### src/rtl/boost_supervisor_defines.svh
// register map, field positions, reset values and timing counts of the boost supervisor
`ifndef BOOST_SUPERVISOR_DEFINES_SVH
`define BOOST_SUPERVISOR_DEFINES_SVH

`define ADDR_W 9
`define DATA_W 16

// register offsets
`define OFS_BOOST_VOLTAGE_DAC 9'h19B
`define OFS_BOOST_FILTER_CFG 9'h19D
`define OFS_DRIVER_CONFIGURATION 9'h1C5
`define OFS_CURRENT_LEVELS 9'h1C8
`define OFS_FIXED_TIMING 9'h1C9
`define OFS_DRIVER_FAULT_FLAGS 9'h1D2

// field positions
`define DAC_UPPER_LSB 0
`define DAC_LOWER_LSB 8
`define FILT_LEN_LSB 0
`define FILT_TYPE_BIT 15
`define CFG_OVERRIDE_BIT 0
`define CFG_IRQ_EN_BIT 1
`define CFG_FIXED_BIT 2
`define CFG_RUN_BIT 3
`define CUR_LOW_LSB 0
`define CUR_HIGH_LSB 5
`define CUR_NEG_LSB 10
`define FIX_ON_LSB 0
`define FIX_OFF_LSB 8
`define FLT_SUPPLY_LOW_BIT 0
`define FLT_NEG_CURRENT_BIT 1
`define FLT_SUPPLY_LIVE_BIT 2
`define FLT_SWITCH_BIT 3

// reset values
`define RST_BOOST_VOLTAGE_DAC 16'h0000
`define RST_BOOST_FILTER_CFG 16'h0010
`define RST_DRIVER_CONFIGURATION 16'h0001
`define RST_CURRENT_LEVELS 16'h0000
`define RST_FIXED_TIMING 16'h0808

// timing
`define CLK_MHZ 250
`define SUPPLY_FILTER_NS 1300
`define SUPPLY_FILTER_CYCLES ((`SUPPLY_FILTER_NS * `CLK_MHZ + 999) / 1000)

`endif

### src/rtl/boost_supervisor_pkg.sv
// types shared by the boost supervisor files
`include "boost_supervisor_defines.svh"

package boost_supervisor_pkg;

	// register access request from the microcore side
	typedef struct packed {
		logic write;
		logic read;
		logic [`ADDR_W-1:0] addr;
		logic [`DATA_W-1:0] wrData;
	} reg_req_t;

	// supply and enable conditions of the boost switch driver
	typedef struct packed {
		logic batterySupplyOk;
		logic logicSupplyLowFlag;
		logic clockDriveOk;
		logic driverEnablePin;
		logic channelSwitchRequest;
	} supply_status_t;

	// comparator outputs of the boost loop
	typedef struct packed {
		logic boostAbove;
		logic currentBelowLow;
		logic currentAboveHigh;
		logic currentNegOver;
		logic injectionActive;
	} loop_sense_t;

	// burst sequencer, gray along the usual path
	typedef enum logic [2:0] {
		ST_IDLE = 3'h0,
		ST_WAIT_LOW = 3'h1,
		ST_LOAD_HIGH = 3'h3,
		ST_SETTLE_HIGH = 3'h2,
		ST_SWITCHING = 3'h6,
		ST_LOAD_LOW = 3'h7,
		ST_SETTLE_LOW = 3'h5
	} burst_state_t;

endpackage : boost_supervisor_pkg

### src/rtl/boost_supply_supervisor.sv
// boost converter switch control and pre-driver supply undervoltage supervision
//
// Summary of operation
// - filtered pre-driver supply low forces every gate driver output off.
// - drivers return only after supply good and the glitch filter delay elapsed.
// - supply low sets a sticky flag; with enable it pulls the interrupt pin low.
// - no boosting in reset or without adequate battery supply.
// - low enable pin stops boosting only when override bit is zero; override resets one.
// - eight-bit threshold word from the voltage DAC register feeds the boost comparator.
// - boost comparator filter length and type come from the filter register.
// - low and high five-bit current levels regulate switch current in hardware in variable mode only.
// - negative current level flags capacitor overcurrent in variable-frequency mode only.
// - both modes start below the voltage window and stop above it.
// - variable mode: switch on below low current, off above high current.
// - variable mode suspends switching during injection phases.
// - burst start loads upper threshold and waits for comparator filter first.
// - above upper threshold: switch off, lower threshold, settle, then wait low.
// - fixed mode keeps switching through injection with fixed on and off times.
// - fixed mode loads upper threshold, settles, and stops at upper threshold.
// - switch low on enable negated without override, any supply low, clock fault or channel low.
`timescale 1ns/10ps
`default_nettype none
`include "boost_supervisor_defines.svh"

module boost_supply_supervisor #(
	parameter int FILT_W = 10,
	parameter int SUPPLY_FILTER_CYCLES = `SUPPLY_FILTER_CYCLES
) (
	input wire logic clock,
	input wire logic nrst,
	input wire boost_supervisor_pkg::reg_req_t regReq,
	output logic [`DATA_W-1:0] regRdData,
	input wire logic supplyCompLow,
	input wire boost_supervisor_pkg::supply_status_t supplyStatus,
	input wire boost_supervisor_pkg::loop_sense_t loopSense,
	output logic gateDriversOff,
	output logic boostSwitchDriver,
	output logic [7:0] comparatorThreshold,
	output logic [4:0] currentLowLevel,
	output logic [4:0] currentHighLevel,
	output logic [4:0] negativeCurrentLevel,
	output logic interruptRequestPinN
);
	import boost_supervisor_pkg::*;

	// refuse parameters the counters cannot hold
	if (FILT_W < 2 || FILT_W > 15) begin : g_bad_width
		$error("filter counter width out of range");
	end
	if (SUPPLY_FILTER_CYCLES < 1 || SUPPLY_FILTER_CYCLES >= (1 << FILT_W)) begin : g_bad_count
		$error("supply filter count does not fit the counter");
	end

	function automatic logic addrIs(input logic [`ADDR_W-1:0] a, input logic [`ADDR_W-1:0] ofs);
		addrIs = (a == ofs);
	endfunction : addrIs

	logic [`DATA_W-1:0] dac_reg;
	logic [`DATA_W-1:0] filtCfg_reg;
	logic [`DATA_W-1:0] cfg_reg;
	logic [`DATA_W-1:0] curLvl_reg;
	logic [`DATA_W-1:0] fixTime_reg;
	logic [`DATA_W-1:0] rdData_reg;
	logic supplyFlag_reg;
	logic negFlag_reg;
	logic irqN_reg;
	logic switch_reg;
	logic switch_next;
	logic loopOn_reg;
	logic [7:0] phaseTimer_reg;
	logic [7:0] threshold_reg;
	burst_state_t state_reg;
	burst_state_t state_next;
	logic supplyLow;
	logic boostAboveFilt;
	logic boostSettled;
	logic boostAllowed;
	logic fixedMode;
	logic faultRead;
	logic [FILT_W-1:0] supplyLen;
	logic [FILT_W-1:0] boostLen;

	assign fixedMode = cfg_reg[`CFG_FIXED_BIT];
	assign faultRead = regReq.read && addrIs(regReq.addr, `OFS_DRIVER_FAULT_FLAGS);
	assign supplyLen = FILT_W'(SUPPLY_FILTER_CYCLES);
	assign boostLen = filtCfg_reg[`FILT_LEN_LSB +: FILT_W];

	// supply low asserts at once, releases only after a quiet filter period
	comparator_glitch_filter #(
		.FILT_W(FILT_W),
		.RST_LEVEL(1'b1)
	) u_supply_filter (
		.clock(clock),
		.nrst(nrst),
		.rawIn(supplyCompLow),
		.restart(1'b0),
		.assertFast(1'b1),
		.length(supplyLen),
		.filtered(supplyLow),
		.settled()
	);

	// threshold changes restart the boost filter so the comparator is judged fresh
	comparator_glitch_filter #(
		.FILT_W(FILT_W),
		.RST_LEVEL(1'b0)
	) u_boost_filter (
		.clock(clock),
		.nrst(nrst),
		.rawIn(loopSense.boostAbove),
		.restart(state_reg == ST_LOAD_HIGH || state_reg == ST_LOAD_LOW),
		.assertFast(filtCfg_reg[`FILT_TYPE_BIT]),
		.length(boostLen),
		.filtered(boostAboveFilt),
		.settled(boostSettled)
	);

	// register writes
	always_ff @(posedge clock or negedge nrst) begin
		if (!nrst) begin
			dac_reg <= `RST_BOOST_VOLTAGE_DAC;
			filtCfg_reg <= `RST_BOOST_FILTER_CFG;
			cfg_reg <= `RST_DRIVER_CONFIGURATION;
			curLvl_reg <= `RST_CURRENT_LEVELS;
			fixTime_reg <= `RST_FIXED_TIMING;
		end else if (regReq.write) begin
			if (addrIs(regReq.addr, `OFS_BOOST_VOLTAGE_DAC)) begin
				dac_reg <= regReq.wrData;
			end
			if (addrIs(regReq.addr, `OFS_BOOST_FILTER_CFG)) begin
				filtCfg_reg <= regReq.wrData;
			end
			if (addrIs(regReq.addr, `OFS_DRIVER_CONFIGURATION)) begin
				cfg_reg <= regReq.wrData;
			end
			if (addrIs(regReq.addr, `OFS_CURRENT_LEVELS)) begin
				curLvl_reg <= regReq.wrData;
			end
			if (addrIs(regReq.addr, `OFS_FIXED_TIMING)) begin
				fixTime_reg <= regReq.wrData;
			end
		end
	end

	// register reads, one cycle after the strobe; unmapped reads give zero
	always_ff @(posedge clock or negedge nrst) begin
		if (!nrst) begin
			rdData_reg <= 16'h0000;
		end else if (regReq.read) begin
			unique case (1'b1)
				addrIs(regReq.addr, `OFS_BOOST_VOLTAGE_DAC): rdData_reg <= dac_reg;
				addrIs(regReq.addr, `OFS_BOOST_FILTER_CFG): rdData_reg <= filtCfg_reg;
				addrIs(regReq.addr, `OFS_DRIVER_CONFIGURATION): rdData_reg <= cfg_reg;
				addrIs(regReq.addr, `OFS_CURRENT_LEVELS): rdData_reg <= {1'b0, curLvl_reg[14:0]};
				addrIs(regReq.addr, `OFS_FIXED_TIMING): rdData_reg <= fixTime_reg;
				addrIs(regReq.addr, `OFS_DRIVER_FAULT_FLAGS): rdData_reg <= {12'h000, switch_reg,
					supplyLow, negFlag_reg, supplyFlag_reg};
				default: rdData_reg <= 16'h0000;
			endcase
		end
	end

	// sticky flags cleared by reading; a set in the same cycle wins
	always_ff @(posedge clock or negedge nrst) begin
		if (!nrst) begin
			supplyFlag_reg <= 1'b0;
			negFlag_reg <= 1'b0;
		end else begin
			supplyFlag_reg <= supplyLow | (supplyFlag_reg & ~faultRead);
			negFlag_reg <= (loopSense.currentNegOver & ~fixedMode) | (negFlag_reg & ~faultRead);
		end
	end

	// interrupt pin pulled low while the flag stands and is enabled
	always_ff @(posedge clock or negedge nrst) begin
		if (!nrst) begin
			irqN_reg <= 1'b1;
		end else begin
			irqN_reg <= ~(supplyFlag_reg & cfg_reg[`CFG_IRQ_EN_BIT]);
		end
	end

	// every gating condition of the switch except the channel switch request in one term
	assign boostAllowed = supplyStatus.batterySupplyOk
		& (cfg_reg[`CFG_OVERRIDE_BIT] | supplyStatus.driverEnablePin)
		& ~supplyLow & ~supplyStatus.logicSupplyLowFlag & supplyStatus.clockDriveOk
		& cfg_reg[`CFG_RUN_BIT];

	// burst sequencer: wait low, raise threshold, settle, switch, lower, settle
	always_comb begin
		state_next = state_reg;
		unique case (state_reg)
			ST_IDLE: state_next = ST_WAIT_LOW;
			ST_WAIT_LOW: begin
				if (boostSettled && !boostAboveFilt) begin
					state_next = ST_LOAD_HIGH;
				end
			end
			ST_LOAD_HIGH: state_next = ST_SETTLE_HIGH;
			ST_SETTLE_HIGH: begin
				if (boostSettled) begin
					state_next = ST_SWITCHING;
				end
			end
			ST_SWITCHING: begin
				if (boostAboveFilt) begin
					state_next = ST_LOAD_LOW;
				end
			end
			ST_LOAD_LOW: state_next = ST_SETTLE_LOW;
			ST_SETTLE_LOW: begin
				if (boostSettled) begin
					state_next = ST_WAIT_LOW;
				end
			end
			default: state_next = ST_IDLE;
		endcase
		if (!boostAllowed) begin
			state_next = ST_IDLE;
		end
	end

	always_ff @(posedge clock or negedge nrst) begin
		if (!nrst) begin
			state_reg <= ST_IDLE;
		end else begin
			state_reg <= state_next;
		end
	end

	// comparator threshold: upper during a burst, lower otherwise
	always_ff @(posedge clock or negedge nrst) begin
		if (!nrst) begin
			threshold_reg <= 8'h00;
		end else if (state_next == ST_LOAD_HIGH) begin
			threshold_reg <= dac_reg[`DAC_UPPER_LSB +: 8];
		end else if (state_next == ST_LOAD_LOW || state_next == ST_IDLE || state_next == ST_WAIT_LOW) begin
			threshold_reg <= dac_reg[`DAC_LOWER_LSB +: 8];
		end
	end

	// current loop: comparator hysteresis in variable mode, timed phases in fixed mode
	always_ff @(posedge clock or negedge nrst) begin
		if (!nrst) begin
			loopOn_reg <= 1'b0;
			phaseTimer_reg <= 8'h00;
		end else if (state_reg != ST_SWITCHING) begin
			loopOn_reg <= 1'b0;
			phaseTimer_reg <= 8'h00;
		end else if (fixedMode) begin
			if (phaseTimer_reg == 8'h00) begin
				loopOn_reg <= ~loopOn_reg;
				phaseTimer_reg <= loopOn_reg ? fixTime_reg[`FIX_OFF_LSB +: 8] : fixTime_reg[`FIX_ON_LSB +: 8];
			end else begin
				phaseTimer_reg <= phaseTimer_reg - 8'h01;
			end
		end else if (loopSense.currentAboveHigh) begin
			loopOn_reg <= 1'b0;
		end else if (loopSense.currentBelowLow) begin
			loopOn_reg <= 1'b1;
		end
	end

	// switch command; injection blanks only the variable-frequency loop
	assign switch_next = boostAllowed & supplyStatus.channelSwitchRequest
		& (state_reg == ST_SWITCHING) & ~boostAboveFilt & loopOn_reg
		& (fixedMode | ~loopSense.injectionActive);

	always_ff @(posedge clock or negedge nrst) begin
		if (!nrst) begin
			switch_reg <= 1'b0;
		end else begin
			switch_reg <= switch_next;
		end
	end

	assign regRdData = rdData_reg;
	assign gateDriversOff = supplyLow;
	assign boostSwitchDriver = switch_reg;
	assign comparatorThreshold = threshold_reg;
	assign currentLowLevel = curLvl_reg[`CUR_LOW_LSB +: 5];
	assign currentHighLevel = curLvl_reg[`CUR_HIGH_LSB +: 5];
	assign negativeCurrentLevel = curLvl_reg[`CUR_NEG_LSB +: 5];
	assign interruptRequestPinN = irqN_reg;

	// helper: consecutive cycles of good supply, saturating
	logic [FILT_W:0] goodRun_reg;
	always_ff @(posedge clock or negedge nrst) begin
		if (!nrst) begin
			goodRun_reg <= '0;
		end else if (supplyCompLow) begin
			goodRun_reg <= '0;
		end else if (goodRun_reg[FILT_W] == 1'b0) begin
			goodRun_reg <= goodRun_reg + 1'b1;
		end
	end
endmodule : boost_supply_supervisor
`default_nettype wire

### src/rtl/comparator_glitch_filter.sv
// restartable counter filter for a comparator output
`timescale 1ns/10ps
`default_nettype none

module comparator_glitch_filter #(
	parameter int FILT_W = 10,
	parameter logic RST_LEVEL = 1'b0
) (
	input wire logic clock,
	input wire logic nrst,
	input wire logic rawIn,
	input wire logic restart,
	input wire logic assertFast,
	input wire logic [FILT_W-1:0] length,
	output logic filtered,
	output logic settled
);

	logic prev_reg;
	logic [FILT_W-1:0] count_reg;
	logic filtered_reg;

	// count stable cycles; any toggle of the input starts over
	always_ff @(posedge clock or negedge nrst) begin
		if (!nrst) begin
			prev_reg <= 1'b0;
			count_reg <= '0;
		end else begin
			prev_reg <= rawIn;
			if (restart || rawIn != prev_reg) begin
				count_reg <= '0;
			end else if (count_reg < length) begin // saturate, even when length is lowered below the count
				count_reg <= count_reg + 1'b1;
			end
		end
	end

	// fast assertion skips the delay, so faults act at once
	always_ff @(posedge clock or negedge nrst) begin
		if (!nrst) begin
			filtered_reg <= RST_LEVEL;
		end else if (assertFast && rawIn) begin
			filtered_reg <= 1'b1;
		end else if (count_reg >= length && rawIn == prev_reg && !restart) begin
			filtered_reg <= prev_reg;
		end
	end

	assign filtered = filtered_reg;
	assign settled = (count_reg >= length);

endmodule : comparator_glitch_filter
`default_nettype wire

### config.mk
export PLATFORM = sky130hd
export DESIGN_NAME = boost_supply_supervisor
export DESIGN_NICKNAME = d
export VERILOG_FILES = /design/src/rtl/boost_supervisor_pkg.sv /design/src/rtl/boost_supply_supervisor.sv /design/src/rtl/comparator_glitch_filter.sv
export VERILOG_INCLUDE_DIRS = /design/src /design/src/rtl
export SDC_FILE = /design/constraint.sdc
export NUM_CORES = 1
export LEC_CHECK = 0
export BUFFER_PORTS_ARGS = -buffer_cell sky130_fd_sc_hd__buf_2
export CAP_MARGIN = 20
export CELL_PAD_IN_SITES_DETAIL_PLACEMENT = 2
export CELL_PAD_IN_SITES_GLOBAL_PLACEMENT = 2
export CORE_AREA = 2 2 143 145
export DETAILED_ROUTE_END_ITERATION = 10
export DIE_AREA = 0 0 145 147
export MAX_ROUTING_LAYER = met4
export PLACE_DENSITY = 0.9
export SYNTH_ARGS = -nofsm -noshare
export SYNTH_HDL_FRONTEND = slang
export SYNTH_HIERARCHICAL = 1
export SYNTH_SLANG_ARGS = --single-unit
### constraint.sdc
create_clock -name clock -period 7.1 [get_ports clock]
set_input_delay 0 -clock clock [delete_from_list [all_inputs] [get_ports clock]]
set_output_delay 0 -clock clock [all_outputs]
set_load 0.05 [all_outputs]
# Word level (Yosys, flattened, before mapping)
# Index checks and enable logic that the tools add are counted.
# classes
addsub	3
n_eq_ne	21
bitwise	26
order_cmp	4
n_mux	26
n_reduce_logical	28
# ops
cell	count
$pmux W16 S6	1
$eq A9 B9 Y1 const B	6
$mux W8	6
$mux W10	4
$pmux W3 S7	1
$add A10 B1 Y10 const B	2
$mux W3	5
$and A1 B1 Y1	14
$eq A3 B3 Y1 const B	4
$reduce_and A2 Y1	6
$reduce_bool A2 Y1	6
$ge A10 B10 Y1	1
$ge A10 B9 Y1 const B	1
$lt A10 B10 Y1	1
$lt A10 B9 Y1 const B	1
$eq A3 B2 Y1 const B	3
$mux W1	9
$logic_not A8 Y1	1
$not A1 Y1	8
$sub A8 B1 Y8 const B	1
$eq A3 B1 Y1 const B	2
$logic_and A1 B1 Y1	6
$logic_not A3 Y1	2
$logic_or A1 B1 Y1	4
other kinds (7)	13
# word_totals
ff_bits	143
output_inout_bits	42
inputBits	40
elab_cells	128

# Depth between registers and ports, before layout
# logic_depth
word_depth	12
depth_mapped	11
ltp_nobuf	10

# Modules after synthesis
# The synthesis kept the hierarchy.
# modules_own_cells
module	cells_each	seq_area_each_um2	instances	area_each_um2
boost_supply_supervisor	492	2984.1	1	5766.8
comparator_glitch_filter (u_supply_filter)	102	301.5	1	925.9
comparator_glitch_filter (u_boost_filter)	102	300.3	1	924.6

# Least setup slack after synthesis
# OpenSTA, ideal clock, no wires.
# synth_timing
path_kind	register -> register
from	register filtCfg_reg[4]
to	register threshold_reg[0], in the netlist comparatorThreshold[0]
setup_time_ps	126
path_stages_with_launch	11
slack_ps	4687
period_less_slack_ps	2413
required_ps	6974
n_path_buf	0
arrival_ps	2287
cell_sequence	dfstp_2 -> inv_1 -> ha_1 -> nand2_1 -> o21a_1 -> o21ai_0 -> or2_2 -> nand3b_1 -> nor4b_4 -> a21oi_1 -> a221o_1
# synth_via
elab_chain_cells	9
elab_cells_between_ends	15
classes_between	order compare (1); eq/ne (3); mux (6); reduce/logical (5)
# synth_rtl
item	line	rtl
start: declaration	boost_supply_supervisor.sv:59	logic [`DATA_W-1:0] filtCfg_reg;
start signal: assignment	boost_supply_supervisor.sv:122	filtCfg_reg <= `RST_BOOST_FILTER_CFG;
start signal: assignment	boost_supply_supervisor.sv:131	filtCfg_reg <= regReq.wrData;
$ge A10 B10 Y1 (*)	comparator_glitch_filter.sv:50	assign settled = (count_reg >= length);
net boostSettled	boost_supply_supervisor.sv:76	logic boostSettled;
$logic_and A1 B1 Y1	boost_supply_supervisor.sv:195	if (boostSettled && !boostAboveFilt) begin
$mux W3	boost_supply_supervisor.sv:195	
$pmux W3 S7 (*)	boost_supply_supervisor.sv:192	unique case (state_reg)
$mux W3 (*)	boost_supply_supervisor.sv:218	if (!boostAllowed) begin
$eq A3 B3 Y1 / $logic_not A3 Y1 (equally long branches)	boost_supply_supervisor.sv:237	end else if (state_next == ST_LOAD_LOW || state_next == ST_IDLE || state_next == ST_WAIT_LOW) begin
$logic_or A1 B1 Y1 (2 in a row)	boost_supply_supervisor.sv:237	
$reduce_bool A2 Y1 (no line)	--	
end signal: assignment	boost_supply_supervisor.sv:236	threshold_reg <= dac_reg[`DAC_UPPER_LSB +: 8];
end signal: assignment	boost_supply_supervisor.sv:238	threshold_reg <= dac_reg[`DAC_LOWER_LSB +: 8];
end: declaration	boost_supply_supervisor.sv:71	logic [7:0] threshold_reg;
# The timed path passes the listed nets; every way through them passes the cells marked *.
# A chain may end at the register's enable or synchronous reset.

# Final worst setup path
# layout_timing
from	register filtCfg_reg[4]
to	register threshold_reg[2], in the netlist comparatorThreshold[2]
# The elaborated chain is that of the path after synthesis.

==> results.py <==
metrics = {
    "route": {
        "firstDrtPassIters": 5,
        "vias": 6409,
        "routed_wl_um": 28700,
        "via_per_inst": 5.89,
        "drc": 0,
        "ant_nets": 0,
        "routedWlPerCell_um": 26.4,
        "drt_iter0_drc": 391,
    },
    "pwr": {
        "p_leak_nw": 4.42,
        "p_comb_frac": 0.105,
        "clockPowerShare": 0.478,
        "power.internal_w": 0.00154,
        "power_density_nw_per_um2": 228,
        "switchingPower_w": 0.000547,
        "ir_worst_vdd_v": 0.000176,
        "p_sw_frac": 0.262,
        "p_seq_frac": 0.416,
    },
    "place": {
        "io_buffers": 81,
        "gp_congestion": 0.858,
        "dp.cells": 1029,
        "dp_hpwl_um": 18700,
    },
    "die": {
        "die_h_um": 147,
        "rows": 52,
        "die-area_um2": 21300,
        "io_pins": 82,
        "design.core.area_um2": 19800,
        "start_util": 0.384,
        "die_w_um": 145,
    },
    "setup_path": {
        "rrSetupSlack_ns": 4.16,
        "reg2reg_to": "comparatorThreshold[2]$_DFFE_PN0P_",
        "worst_setup_path_start_kind": "flip-flop",
        "path_class": "reg -> reg",
        "critPathLaunch": "filtCfg_reg[4]$_DFFE_PN1P_",
        "cp.arrival_ns": 3.27,
        "max_stage_delay_ns": 0.56,
        "crit_fanout": 9,
        "cp-end-kind": "flip-flop",
        "cp.required_ns": 7.42,
        "r2r_start": "filtCfg_reg[4]$_DFFE_PN1P_",
        "worstRegToRegCells": 10,
        "cpMaxStageDelayCell": "dfstp_2",
        "crit_chain": "inv_1, ha_1, nand2_1, o21a_1, o21ai_0, or2_2, nand3b_1, nor4b_4, a21oi_1, a221o_1",
    },
    "worst_hold_path": {
        "hold_end": "loopOn_reg$_DFFE_PN0P_",
        "whs_path_depth": 4,
        "min_from": "loopSense[2]",
        "hold_path_class": "in -> reg",
    },
    "clocking": {
        "ctsResizeCount": 0,
        "cts_tree": "done",
        "root_buffer": "clkbuf_16",
        "tritoncts_num_sinks": 143,
        "post_cts_buffers": 0,
        "clk_latency_ns": 0.45,
        "cts_buffer_depth": 2,
        "cts_htree_levels": 4,
        "hold_buffers": 25,
        "clkTransAtPathRegs_ns": 0.07,
        "cts_made_buffers": 17,
    },
    "sta": {
        "slew_violations": 0,
        "fin_skew_ns": 0.0108,
        "final.min_clock_period_ns": 2.94,
        "finalSetupViolations": 0,
        "maxSlewHeadroom": 0.372,
        "hold_viol_final": 0,
        "tns_ns": 0,
        "rsz0062_at_grt": "false",
        "fin_crit_sh": 0.415,
        "fmax_ghz": 0.340,
        "worst_pin_slew_ns": 0.943,
    },
    "global_routing": {
        "grt_max_degree": 74,
        "antenna_found_initial": 1,
        "grt.total_usage": 0.288,
        "grt_remaining_overflow": 0,
        "grt_pass1_wl_um": 44700,
        "grt_pass1_vias": 7234,
    },
    "synth": {
        "ys_warn_count": 6,
        "netlist_instances": 695,
        "syn-cell-area_um2": 7610,
        "syn_area_per_cell_um2": 11.0,
    },
    "layout": {
        "drive_above_1_share": 0.275,
        "fillers": 2012,
        "instances_no_fill": 1088,
        "num-nets-final": 868,
        "syn_to_final_growth_pct": 20.4,
    },
    "status": {
        "status": "completed",
    },
    "run": {
        "max-cap-violations": 0,
    },
}
per-stage QoR:
| step | cell area (µm²) | setup slack [ns] | total power (W) | util | hold WS [ns] |
|---|---|---|---|---|---|
| 6_report | 9160 | 4.16 | 0.00208 | 0.462 | 0.0130 |
| 3_3_place_gp | 8260 | 4.49 | 0.00107 | 0.416 | 0.0690 |
| 2_1_floorplan | 7660 | 4.69 | 0.00100 | - | -0.296 |
| 3_5_place_dp | 8260 | 4.32 | 0.00109 | 0.416 | 0.0662 |
| 4_1_cts | 9150 | 4.18 | 0.00209 | 0.461 | 0.0318 |
| 5_1_grt | 9160 | 3.92 | 0.00215 | 0.462 | 0.0522 |
per-layer routing:
metal	part of all wire	GRT usage	vias up	routed length (µm)
met4	0.042	0.131	0	1200
met5	0	-	-	0
met2	0.51	0.489	219	14700
met1	0.41	0.330	3364	11700
met3	0.042	0.0562	90	1190
li1	-	-	2736	-
critical path, delay by kind of cell (launching register included):
family	cells	cell delay, ns
compound gates	4	1.08
fa+ha+maj	1	0.29
buf+inv	1	0.06
flops	1	0.56
simple gates	4	0.85
area by class of cell:
type	instances	area [µm²]	area share
timing repair buffer	112	704	0.0769
clock inverter	10	158	0.0172
inverter	37	139	0.0152
antenna	1	2.50	0.000273
multi-input combinational	493	3750	0.409
sequential	143	3590	0.391
clock buffer	22	484	0.0529
tap	270	338	0.0369
placed cells by master (no fill, tap or decap), types with 4 or more instances in the layout:
cell type and n:
dfrtp_1 137, buf_2 80, mux2_2 75, nand2_1 46, nor2_1 40, inv_1 36, a21oi_1 27, mux2i_1 27
o21ai_0 25, dlygate4sd3_1 25, ha_1 24, and3_1 20, a22o_1 18, clkbuf_16 17, nand3_1 15, a31oi_1 14
conb_1 14, and2_1 11, nand2b_1 11, nor2b_1 10, mux2_1 10, nand4_1 10, a221o_1 8, or3_1 6
dfstp_2 6, buf_4 5, o211ai_1 4, clkinv_2 4, clkbuf_8 4, bufinv_16 4, xnor2_1 4
power groups by stage:
stage | logic, W | registers [W] | clock network [W]
2_1_floorplan | 0.0000991 | 0.000901 | 0
3_3_place_gp | 0.000195 | 0.000878 | 0
3_5_place_dp | 0.000206 | 0.000880 | 0
4_1_cts | 0.000219 | 0.000867 | 0.00100
5_1_grt | 0.000238 | 0.000870 | 0.00104
6_report | 0.000219 | 0.000868 | 0.000997
how the worst max path moves through the flow:
stage          slack [ns]  depth (start not counted)                            endpoint
6_report             4.16                         10  comparatorThreshold[2]$_DFFE_PN0P_
5_1_grt              3.92                         10  comparatorThreshold[3]$_DFFE_PN0P_
4_1_cts              4.18                         10  comparatorThreshold[2]$_DFFE_PN0P_
3_5_place_dp         4.32                         10  comparatorThreshold[4]$_DFFE_PN0P_
3_3_place_gp         4.49                         10  comparatorThreshold[4]$_DFFE_PN0P_
2_1_floorplan        4.69                         10  comparatorThreshold[0]$_DFFE_PN0P_
Note: power is estimated with default switching activity, not from simulation.
